### src/rtl/dbsc_pkg.sv
// constants and types shared by the block-size / sleep command logic
package dbsc_pkg;
   // ---------------------------------------------
   // register byte offsets
   // ---------------------------------------------
   localparam logic [5:0] DBSC_OFS_FEATURE = 6'h00;
   localparam logic [5:0] DBSC_OFS_SECT_CNT = 6'h04;
   localparam logic [5:0] DBSC_OFS_COMMAND = 6'h08;
   localparam logic [5:0] DBSC_OFS_ERROR = 6'h0C;
   localparam logic [5:0] DBSC_OFS_STATUS = 6'h10;
   localparam logic [5:0] DBSC_OFS_BLK_SIZE = 6'h14;
   localparam logic [5:0] DBSC_OFS_CONTROL = 6'h18;
   localparam int DBSC_ADR_W = 6;
   // ---------------------------------------------
   // command opcodes
   // ---------------------------------------------
   localparam logic [7:0] DBSC_OP_SET_MULT = 8'hC6;
   localparam logic [7:0] DBSC_OP_SLEEP = 8'hE6;
   localparam logic [7:0] DBSC_OP_SLEEP_ALT = 8'h99;
   localparam logic [7:0] DBSC_OP_HEALTH = 8'hB0;
   localparam logic [7:0] DBSC_OP_READ_MULT = 8'hC4;
   localparam logic [7:0] DBSC_OP_WRITE_MULT = 8'hC5;
   // ---------------------------------------------
   // field positions and allowed block sizes
   // ---------------------------------------------
   localparam int DBSC_ERR_ABORT_BIT = 2;
   localparam int DBSC_ST_BUSY_BIT = 7;
   localparam int DBSC_ST_READY_BIT = 6;
   localparam int DBSC_ST_SEEK_BIT = 4;
   localparam int DBSC_ST_ERR_BIT = 0;
   localparam int DBSC_CTL_SRST_BIT = 0;
   localparam logic [7:0] DBSC_BS_0 = 8'h00;
   localparam logic [7:0] DBSC_BS_1 = 8'h01;
   localparam logic [7:0] DBSC_BS_2 = 8'h02;
   localparam logic [7:0] DBSC_BS_4 = 8'h04;
   localparam logic [7:0] DBSC_BS_8 = 8'h08;
   localparam logic [7:0] DBSC_BS_16 = 8'h10;
   localparam logic [7:0] DBSC_BS_RESET = 8'h00;
   localparam logic [8:0] DBSC_FULL_XFER = 9'h100;
   localparam int DBSC_PIN_W = 6;
   // ---------------------------------------------
   // command sequencer states
   // ---------------------------------------------
   typedef enum logic [2:0] {
      DBSC_IDLE = 3'b000,
      DBSC_FLUSH = 3'b001,
      DBSC_SPIN = 3'b010,
      DBSC_SLEEP = 3'b011,
      DBSC_HEALTH = 3'b100,
      DBSC_MULTI = 3'b101
   } dbsc_state_t;
endpackage

### src/rtl/dbsc_reg_if.sv
// register access carrier between bus slave and command core
`timescale 1ns/1ps
interface dbsc_reg_if;
   import dbsc_pkg::*;
   logic wr_stb;
   logic [DBSC_ADR_W-1:0] addr;
   logic [7:0] wdata;
   logic [7:0] rdata;
   modport slave (output wr_stb, output addr, output wdata, input rdata);
   modport core (input wr_stb, input addr, input wdata, output rdata);
endinterface

### src/rtl/dbsc_core.sv
// command decoding for block size, sleep and health-monitoring commands
`timescale 1ns/1ps
module dbsc_core
   import dbsc_pkg::*;
(
   input wire logic clock,
   input wire logic nrst,
   input wire logic wb_cyc_i,
   input wire logic wb_stb_i,
   input wire logic wb_we_i,
   input wire logic [DBSC_ADR_W-1:0] wb_adr_i,
   input wire logic [3:0] wb_sel_i,
   input wire logic [31:0] wb_dat_i,
   output logic [31:0] wb_dat_o,
   output logic wb_ack_o,
   input wire logic link_reset_in,
   input wire logic flush_done_in,
   input wire logic spin_done_in,
   input wire logic media_stopped_in,
   input wire logic sector_done_in,
   input wire logic health_done_in,
   input wire logic health_fail_in,
   output logic flush_req,
   output logic spin_down_req,
   output logic iface_active,
   output logic health_req,
   output logic [7:0] health_subcmd,
   output logic block_irq,
   output logic multi_active
);
   // ---------------------------------------------
   // state
   // ---------------------------------------------
   typedef struct packed {
      dbsc_state_t st;
      logic [7:0] feature;
      logic [7:0] count;
      logic [7:0] blk_size;
      logic multi_en;
      logic abort;
      logic err;
      logic seek_ok;
      logic [8:0] remain;
      logic [7:0] blk_cnt;
      logic sect_prev;
      logic irq;
      logic health_go;
      logic [7:0] subcmd;
   } dbsc_core_t;
   dbsc_core_t s_r, s_nxt;

   dbsc_reg_if rif ();
   logic [DBSC_PIN_W-1:0] pins_raw, pins;
   logic link_rst, flush_done, spin_done, stopped, sect_lvl, h_done;
   logic h_fail_q0, h_fail_q1;
   logic cmd_wr, ctl_srst, size_ok, sect_pulse;
   logic st_busy, st_ready, blk_end, last_sect;

   // ---------------------------------------------
   // bus slave and pin synchronisers
   // ---------------------------------------------
   dbsc_wb_slave u_wb (
      .clock(clock),
      .nrst(nrst),
      .wb_cyc_i(wb_cyc_i),
      .wb_stb_i(wb_stb_i),
      .wb_we_i(wb_we_i),
      .wb_adr_i(wb_adr_i),
      .wb_sel_i(wb_sel_i),
      .wb_dat_i(wb_dat_i),
      .wb_dat_o(wb_dat_o),
      .wb_ack_o(wb_ack_o),
      .rif(rif.slave)
   );

   assign pins_raw = {link_reset_in, flush_done_in, spin_done_in,
                      media_stopped_in, sector_done_in, health_done_in};

   dbsc_sync #(.W(DBSC_PIN_W)) u_sync (
      .clock(clock),
      .nrst(nrst),
      .d(pins_raw),
      .q(pins)
   );

   dbsc_sync #(.W(1)) u_sync_fail (
      .clock(clock),
      .nrst(nrst),
      .d(health_fail_in),
      .q(h_fail_q0)
   );

   // fail is synchronised alongside done, so both land together
   assign h_fail_q1 = h_fail_q0;
   assign {link_rst, flush_done, spin_done, stopped, sect_lvl, h_done} = pins;

   // ---------------------------------------------
   // register decode
   // ---------------------------------------------
   assign cmd_wr = rif.wr_stb & (rif.addr == DBSC_OFS_COMMAND);
   // control writes are decoded in every state so sleep can be left
   assign ctl_srst = rif.wr_stb & (rif.addr == DBSC_OFS_CONTROL)
                     & rif.wdata[DBSC_CTL_SRST_BIT];
   // sector edges arrive two cycles late through the synchroniser
   assign sect_pulse = sect_lvl & ~s_r.sect_prev;
   // block ends on the programmed count or on the final sector
   assign blk_end = ((s_r.blk_cnt + 8'h01) == s_r.blk_size) || last_sect;
   assign last_sect = (s_r.remain == 9'h001);

   // allowed block sizes
   always_comb begin
      case (s_r.count)
         DBSC_BS_0: size_ok = 1'b1;
         DBSC_BS_1: size_ok = 1'b1;
         DBSC_BS_2: size_ok = 1'b1;
         DBSC_BS_4: size_ok = 1'b1;
         DBSC_BS_8: size_ok = 1'b1;
         DBSC_BS_16: size_ok = 1'b1;
         default: size_ok = 1'b0;
      endcase
   end

   // ---------------------------------------------
   // status and error readback
   // ---------------------------------------------
   // busy covers every multi-cycle command; sleep reads ready
   assign st_busy = (s_r.st != DBSC_IDLE) && (s_r.st != DBSC_SLEEP);
   assign st_ready = ~st_busy;

   always_comb begin
      logic [7:0] st_byte;
      logic [7:0] err_byte;
      st_byte = 8'h00;
      err_byte = 8'h00;
      st_byte[DBSC_ST_BUSY_BIT] = st_busy;
      st_byte[DBSC_ST_READY_BIT] = st_ready;
      st_byte[DBSC_ST_SEEK_BIT] = s_r.seek_ok;
      st_byte[DBSC_ST_ERR_BIT] = s_r.err;
      err_byte[DBSC_ERR_ABORT_BIT] = s_r.abort;
      case (rif.addr)
         DBSC_OFS_FEATURE: rif.rdata = s_r.feature;
         DBSC_OFS_SECT_CNT: rif.rdata = s_r.count;
         DBSC_OFS_ERROR: rif.rdata = err_byte;
         DBSC_OFS_STATUS: rif.rdata = st_byte;
         DBSC_OFS_BLK_SIZE: rif.rdata = s_r.blk_size;
         default: rif.rdata = 8'h00;
      endcase
   end

   // ---------------------------------------------
   // command sequencer
   // ---------------------------------------------
   always_comb begin
      s_nxt = s_r;
      s_nxt.sect_prev = sect_lvl;
      s_nxt.irq = 1'b0;
      s_nxt.health_go = 1'b0;
      if (rif.wr_stb && (s_r.st == DBSC_IDLE)) begin
         // task-file loads, sector count before opcode
         if (rif.addr == DBSC_OFS_FEATURE) begin
            s_nxt.feature = rif.wdata;
         end
         if (rif.addr == DBSC_OFS_SECT_CNT) begin
            s_nxt.count = rif.wdata;
         end
      end
      case (s_r.st)
         DBSC_IDLE: begin
            if (cmd_wr) begin
               // flags stay until the next command or a reset
               s_nxt.abort = 1'b0;
               s_nxt.err = 1'b0;
               case (rif.wdata)
                  DBSC_OP_SET_MULT: begin
                     if (size_ok) begin
                        s_nxt.blk_size = s_r.count;
                        s_nxt.multi_en = (s_r.count != DBSC_BS_0);
                        s_nxt.seek_ok = 1'b1;
                     end else begin
                        s_nxt.blk_size = DBSC_BS_RESET;
                        s_nxt.multi_en = 1'b0;
                        s_nxt.abort = 1'b1;
                        s_nxt.err = 1'b1;
                     end
                  end
                  DBSC_OP_SLEEP, DBSC_OP_SLEEP_ALT: begin
                     s_nxt.st = DBSC_FLUSH;
                  end
                  DBSC_OP_HEALTH: begin
                     s_nxt.subcmd = s_r.feature;
                     s_nxt.health_go = 1'b1;
                     s_nxt.st = DBSC_HEALTH;
                  end
                  DBSC_OP_READ_MULT, DBSC_OP_WRITE_MULT: begin
                     if (s_r.multi_en) begin
                        // count of zero asks for a full run of sectors
                        s_nxt.remain = (s_r.count == 8'h00) ? DBSC_FULL_XFER
                                       : {1'b0, s_r.count};
                        s_nxt.blk_cnt = 8'h00;
                        s_nxt.st = DBSC_MULTI;
                     end else begin
                        s_nxt.abort = 1'b1;
                        s_nxt.err = 1'b1;
                     end
                  end
                  default: begin
                     s_nxt.abort = 1'b1;
                     s_nxt.err = 1'b1;
                  end
               endcase
            end
         end
         DBSC_FLUSH: begin
            if (flush_done) begin
               s_nxt.st = stopped ? DBSC_SLEEP : DBSC_SPIN;
            end
         end
         DBSC_SPIN: begin
            if (spin_done) begin
               s_nxt.st = DBSC_SLEEP;
            end
         end
         DBSC_SLEEP: begin
            // only the reset branch below leaves sleep
            s_nxt.seek_ok = 1'b1;
         end
         DBSC_HEALTH: begin
            if (h_done) begin
               // verdict of the far side decides the abort flags
               s_nxt.abort = h_fail_q1;
               s_nxt.err = h_fail_q1;
               s_nxt.seek_ok = 1'b1;
               s_nxt.st = DBSC_IDLE;
            end
         end
         DBSC_MULTI: begin
            if (sect_pulse) begin
               if (blk_end) begin
                  s_nxt.irq = 1'b1;
                  s_nxt.blk_cnt = 8'h00;
               end else begin
                  s_nxt.blk_cnt = s_r.blk_cnt + 8'h01;
               end
               s_nxt.remain = s_r.remain - 9'h001;
               if (last_sect) begin
                  s_nxt.st = DBSC_IDLE;
               end
            end
         end
         default: s_nxt.st = DBSC_IDLE;
      endcase
      // reset outranks the state and abort flags of a command written in the same cycle; its other loads still land
      // only resets leave sleep
      if (ctl_srst || link_rst) begin
         s_nxt.st = DBSC_IDLE;
         s_nxt.abort = 1'b0;
         s_nxt.err = 1'b0;
      end
   end

   always_ff @(posedge clock or negedge nrst) begin
      if (!nrst) begin
         s_r <= '0;
      end else begin
         s_r <= s_nxt;
      end
   end

   // ---------------------------------------------
   // outputs
   // ---------------------------------------------
   assign flush_req = (s_r.st == DBSC_FLUSH);
   assign spin_down_req = (s_r.st == DBSC_SPIN);
   assign iface_active = (s_r.st != DBSC_SLEEP);
   assign health_req = s_r.health_go;
   assign health_subcmd = s_r.subcmd;
   assign block_irq = s_r.irq;
   assign multi_active = (s_r.st == DBSC_MULTI);
endmodule

### src/rtl/dbsc_sync.sv
// two-flop synchroniser for a bundle of pin inputs
`timescale 1ns/1ps
module dbsc_sync #(
   parameter int W = 1
) (
   input wire logic clock,
   input wire logic nrst,
   input wire logic [W-1:0] d,
   output logic [W-1:0] q
);
   typedef struct packed {
      logic [W-1:0] meta_r;
      logic [W-1:0] sync_r;
   } dbsc_sync_t;
   dbsc_sync_t s_r, s_nxt;

   always_comb begin
      s_nxt.meta_r = d;
      s_nxt.sync_r = s_r.meta_r;
   end

   always_ff @(posedge clock or negedge nrst) begin
      if (!nrst) begin
         s_r <= '0;
      end else begin
         s_r <= s_nxt;
      end
   end

   assign q = s_r.sync_r;
endmodule

### src/rtl/dbsc_wb_slave.sv
// classic wishbone slave feeding the byte-wide register carrier
`timescale 1ns/1ps
module dbsc_wb_slave
   import dbsc_pkg::*;
(
   input wire logic clock,
   input wire logic nrst,
   input wire logic wb_cyc_i,
   input wire logic wb_stb_i,
   input wire logic wb_we_i,
   input wire logic [DBSC_ADR_W-1:0] wb_adr_i,
   input wire logic [3:0] wb_sel_i,
   input wire logic [31:0] wb_dat_i,
   output logic [31:0] wb_dat_o,
   output logic wb_ack_o,
   dbsc_reg_if.slave rif
);
   typedef struct packed {
      logic ack_r;
      logic [7:0] rdat_r;
   } dbsc_wb_t;
   dbsc_wb_t s_r, s_nxt;
   logic req;

   assign req = wb_cyc_i & wb_stb_i;

   always_comb begin
      s_nxt = s_r;
      // one wait state, ack for one cycle only
      s_nxt.ack_r = req & ~s_r.ack_r;
      if (req & ~s_r.ack_r) begin
         s_nxt.rdat_r = rif.rdata;
      end
   end

   always_ff @(posedge clock or negedge nrst) begin
      if (!nrst) begin
         s_r <= '0;
      end else begin
         s_r <= s_nxt;
      end
   end

   // write lands on the edge that samples ack
   assign rif.wr_stb = req & s_r.ack_r & wb_we_i & wb_sel_i[0];
   assign rif.addr = wb_adr_i;
   assign rif.wdata = wb_dat_i[7:0];
   assign wb_ack_o = s_r.ack_r;
   assign wb_dat_o = {24'h000000, s_r.rdat_r};
endmodule

### config.mk
export PLATFORM = sky130hd
export DESIGN_NAME = dbsc_core
export DESIGN_NICKNAME = d
export VERILOG_FILES = /design/src/rtl/dbsc_pkg.sv /design/src/rtl/dbsc_reg_if.sv /design/src/rtl/dbsc_core.sv /design/src/rtl/dbsc_sync.sv /design/src/rtl/dbsc_wb_slave.sv
export SDC_FILE = /design/constraint.sdc
export NUM_CORES = 1
export LEC_CHECK = 0
export BUFFER_PORTS_ARGS = -buffer_cell sky130_fd_sc_hd__buf_2
export CORE_UTILIZATION = 48
export DETAILED_ROUTE_END_ITERATION = 7
export MAX_ROUTING_LAYER = met4
export PLACE_DENSITY = 0.77
export SLEW_MARGIN = 5
export SYNTH_ARGS = -nofsm -noshare
export SYNTH_HDL_FRONTEND = slang
export SYNTH_SLANG_ARGS = --single-unit
export TNS_END_PERCENT = 20
### constraint.sdc
create_clock -name clock -period 5.3 [get_ports clock]
set_clock_uncertainty 0.15 [all_clocks]
set_input_delay 1.06 -clock clock [delete_from_list [all_inputs] [get_ports clock]]
set_output_delay 1.06 -clock clock [all_outputs]
set_load 0.02 [all_outputs]
==> run summary <==
OUTCOME
--------------------------------------------------------------------------------
Run status                                                          finished clean

POWER AND IR DROP
--------------------------------------------------------------------------------
Flop pwr share                                                             51.9%
Total design power                                                       1210 uW
Comb pwr share                                                              5.0%
Leakage power                                                         0.00216 uW
Sw frac                                                                    24.7%
Net switching power of the design                                         300 uW
PD cells                                                              258 nW/um2
Maximum VDD drop                                                        0.185 mV
Clock share of power                                                       43.1%
Internal power of the cells                                               912 uW

CLOCKING
--------------------------------------------------------------------------------
TritonCTS clock tree                                                       built
Skew-Pair Late Insertion Delay                                           0.37 ns
Number of buffers between clock root and the deepest sink                      2
Clk sink count                                                                81
Post-CTS Hold Fix Bufs                                                         0
Clk pin slew, worst setup/hold paths                                     0.09 ns
Clock buffers created by TritonCTS                                             9
Clock Tree Root                                                     sky130_fd_sc_hd__clkbuf_8
H-Tree Level Count                                                             3
Setup Buffers After CTS                                                        0
PostCTS Resize Cnt                                                             0

YOSYS
--------------------------------------------------------------------------------
Netlist cell types                                                            66
Primary flip-flop cell chosen by synthesis mapping                  sky130_fd_sc_hd__dfrtp_1
Mapped Area                                                             4340 um2
Cell types with the largest area share after synthesis              sky130_fd_sc_hd__dfrtp_1 47%, sky130_fd_sc_hd__buf_4 5.7%, sky130_fd_sc_hd__mux2_2 5.7%
Synthesis-stage register bit count                                            81
Yosys top cell by area                                              sky130_fd_sc_hd__dfrtp_1
Proportion of synthesized chip area in sequential cells                    46.7%
Mean post-synth cell area                                               9.76 um2
Proportion of netlist area held by the largest area contributor            46.7%
Count of yosys warnings during synthesis                                       0
EDFF count, synth                                                              0
Ys async rst share                                                          100%
Mapped Cells                                                                 445

ROUTING
--------------------------------------------------------------------------------
Ratio of routed vias to standard cells                                      5.79
WL final                                                                 9.36 mm
Drt pass-1 iters                                                               5
Total DRC errors in the routed layout                                          0
Detailed Route Iter0 Violations                                              263
Final antenna-violating net count                                              0
Routed wirelength normalized by instance count                           15.9 um
Routed vias                                                                 3408

SETUP PATH
--------------------------------------------------------------------------------
CP startpoint kind                                                      register
Type of destination of the critical path                            primary output
Total buffers and inverters traversed by the critical path                     2
Sequence of cells on the critical path                              nor2b_1 > nand2_1 > inv_1 > buf_2
Cell with the biggest individual delay on the critical path         sky130_fd_sc_hd__dfrtp_1
CP max stage delay                                                       0.52 ns
Worst path required time                                                 4.09 ns
Largest delay share family, worst path                              buffers and inverters
Data arrival time of the critical path                                   2.22 ns
Path type of the worst setup path                                   register to primary output
Largest fanout on the critical path                                           18

TIMING
--------------------------------------------------------------------------------
Count of endpoints failing setup in the final report                           0
Final critical path time including I/O delays and setup                  3.43 ns
Worst hold-check slack                                                  0.203 ns
Total count of hold-check failures in the final report                         0
RSZ-0062 raised after global routing                                       false
Fraction of the cycle the final worst path needs                           64.7%
Transition time of the tightest slew-check pin                          0.998 ns
Smallest setup slack after layout                                        1.87 ns
Setup TNS after final layout                                                0 ns
Achievable frequency                                                   0.292 GHz
Remaining max-slew budget at the tightest pin                              33.5%
Count of final max-slew check failures                                         0

GLOBAL ROUTE
--------------------------------------------------------------------------------
Overall overflow remaining after global route                                  0
Maximum number of pins on one net before global-route repair                  82
Global-route wire length before repair                                   15.9 mm
Total global-route track usage                                             21.6%
Number of antenna violations at the first check in global routing              0
Number of global-route vias before repair                                   3251

PLACEMENT
--------------------------------------------------------------------------------
# port buffers                                                                49
Setup slack at placement                                                 1.79 ns
GPL Wtd Cong                                                               0.869
Placed Area                                                             4470 um2
Detailed-placement wirelength estimate                                   6.83 mm

DIE
--------------------------------------------------------------------------------
I/O Pins                                                                     101
Die area                                                                9440 um2
Num rows                                                                      34
Die Span Y                                                               97.1 um
Core region area                                                        8720 um2
Initial core utilization                                                   49.8%
Die width                                                                97.1 um

MIN PATH
--------------------------------------------------------------------------------
Path class of the lowest-slack min-delay path                       register to register

CELLS AND AREA
--------------------------------------------------------------------------------
Commonest cells after routing, fill and taps aside                  81 x sky130_fd_sc_hd__dfrtp_1, 48 x sky130_fd_sc_hd__buf_2, 41 x sky130_fd_sc_hd__nand2_1
Share of post-route cells with drive strength above 1                      20.6%
Layout Cell Area excl Fill                                              4700 um2
Number of nets in the layout                                                 533
Area grow syn2layout                                                       8.24%
Diode insertion count for antenna repair                                       0
Most common cell after layout, fill and taps aside                  sky130_fd_sc_hd__dfrtp_1

JOB
--------------------------------------------------------------------------------
Maximum capacitance violations                                                 0

## through the flow
step	util, %	std cells
after floorplan	-	468
after global placement	51.3	573
after detailed placement	51.3	573
after CTS	53.9	589
after global routing	53.9	589
final	53.9	589
## final timing paths
path	to	slack, ns	depth (start not counted)	from
setup / recovery	multi_active	1.87	4	s_r[58]
min in group asynchronous	health_subcmd[6]	0.69	1	nrst
max in group asynchronous	s_r[13]	3.65	1	nrst
hold / removal	u_sync.q[0]	0.20	0	u_sync.s_nxt[0]
hold reg to reg	u_sync.q[0]	0.20	0	u_sync.s_nxt[0]
setup reg to reg	s_r[27]	2.29	6	s_r[58]
## cell usage after synthesis, types with 6 or more instances
cell                       count
sky130_fd_sc_hd__o211ai_1      7
sky130_fd_sc_hd__o21ai_0      28
sky130_fd_sc_hd__nand3_1      15
sky130_fd_sc_hd__nand3b_1      7
sky130_fd_sc_hd__a21oi_1      27
sky130_fd_sc_hd__nor3_1       14
sky130_fd_sc_hd__dfrtp_1      81
sky130_fd_sc_hd__clkbuf_1     12
sky130_fd_sc_hd__a31oi_1       6
sky130_fd_sc_hd__inv_1        14
sky130_fd_sc_hd__or3_1         7
sky130_fd_sc_hd__mux2_2       22
sky130_fd_sc_hd__nand2_1      41
sky130_fd_sc_hd__buf_4        33
sky130_fd_sc_hd__nor2_1       25
sky130_fd_sc_hd__nand2b_1      8
## power groups by stage
stage	Clock (uW)	Combinational, uW	Sequential [uW]
after global placement	0	59.7	640
after CTS	532	61.6	629
after global routing	551	67.9	630
final	523	60.8	629
after floorplan	0	44.5	640
after detailed placement	0	61.4	641
## flip-flops by register name, indices dropped and copies added (netlist names)
register,count
u_wb.wb_ack_o,1
u_sync_fail.s_nxt,1
u_wb.wb_dat_o,8
health_subcmd,8
u_sync.s_nxt,6
s_r,48
u_sync_fail.q,1
health_req,1
block_irq,1
u_sync.q,6
## cell families (layout without fill, tap and decap cells)
group,after synthesis,count (layout),share of synthesized area (%)
AOI/OAI and AO/OA,106,106,15.8
xor gates and xnor gates,8,8,1.61
adders and majority gates,3,3,0.864
buffers and inverters,67,80,9.22
DFF,81,81,46.7
muxes,26,26,6.62
other,1,24,0.0863
and+or+nand+nor,153,153,19.1
## final cells by class
class                      instances  area (um2)
clock inverter                     7         105
clock buffer                       9         124
sequential                        81        2030
inverter                          14        52.6
timing repair buffer              50         255
fill                             766        4020
multi-input combinational        320        2000
tap                              108         135
## routing by layer
metal / global-route usage, % / vias up / part of all wire [%]
met2: 34.6 / 123 / 50
met4: 9.18 / 0 / 1.7
li1: - / 1627 / -
met5: - / - / 0
met3: 3.60 / 15 / 4.8
met1: 27.3 / 1643 / 44
Power figures use the tool's default switching activity.
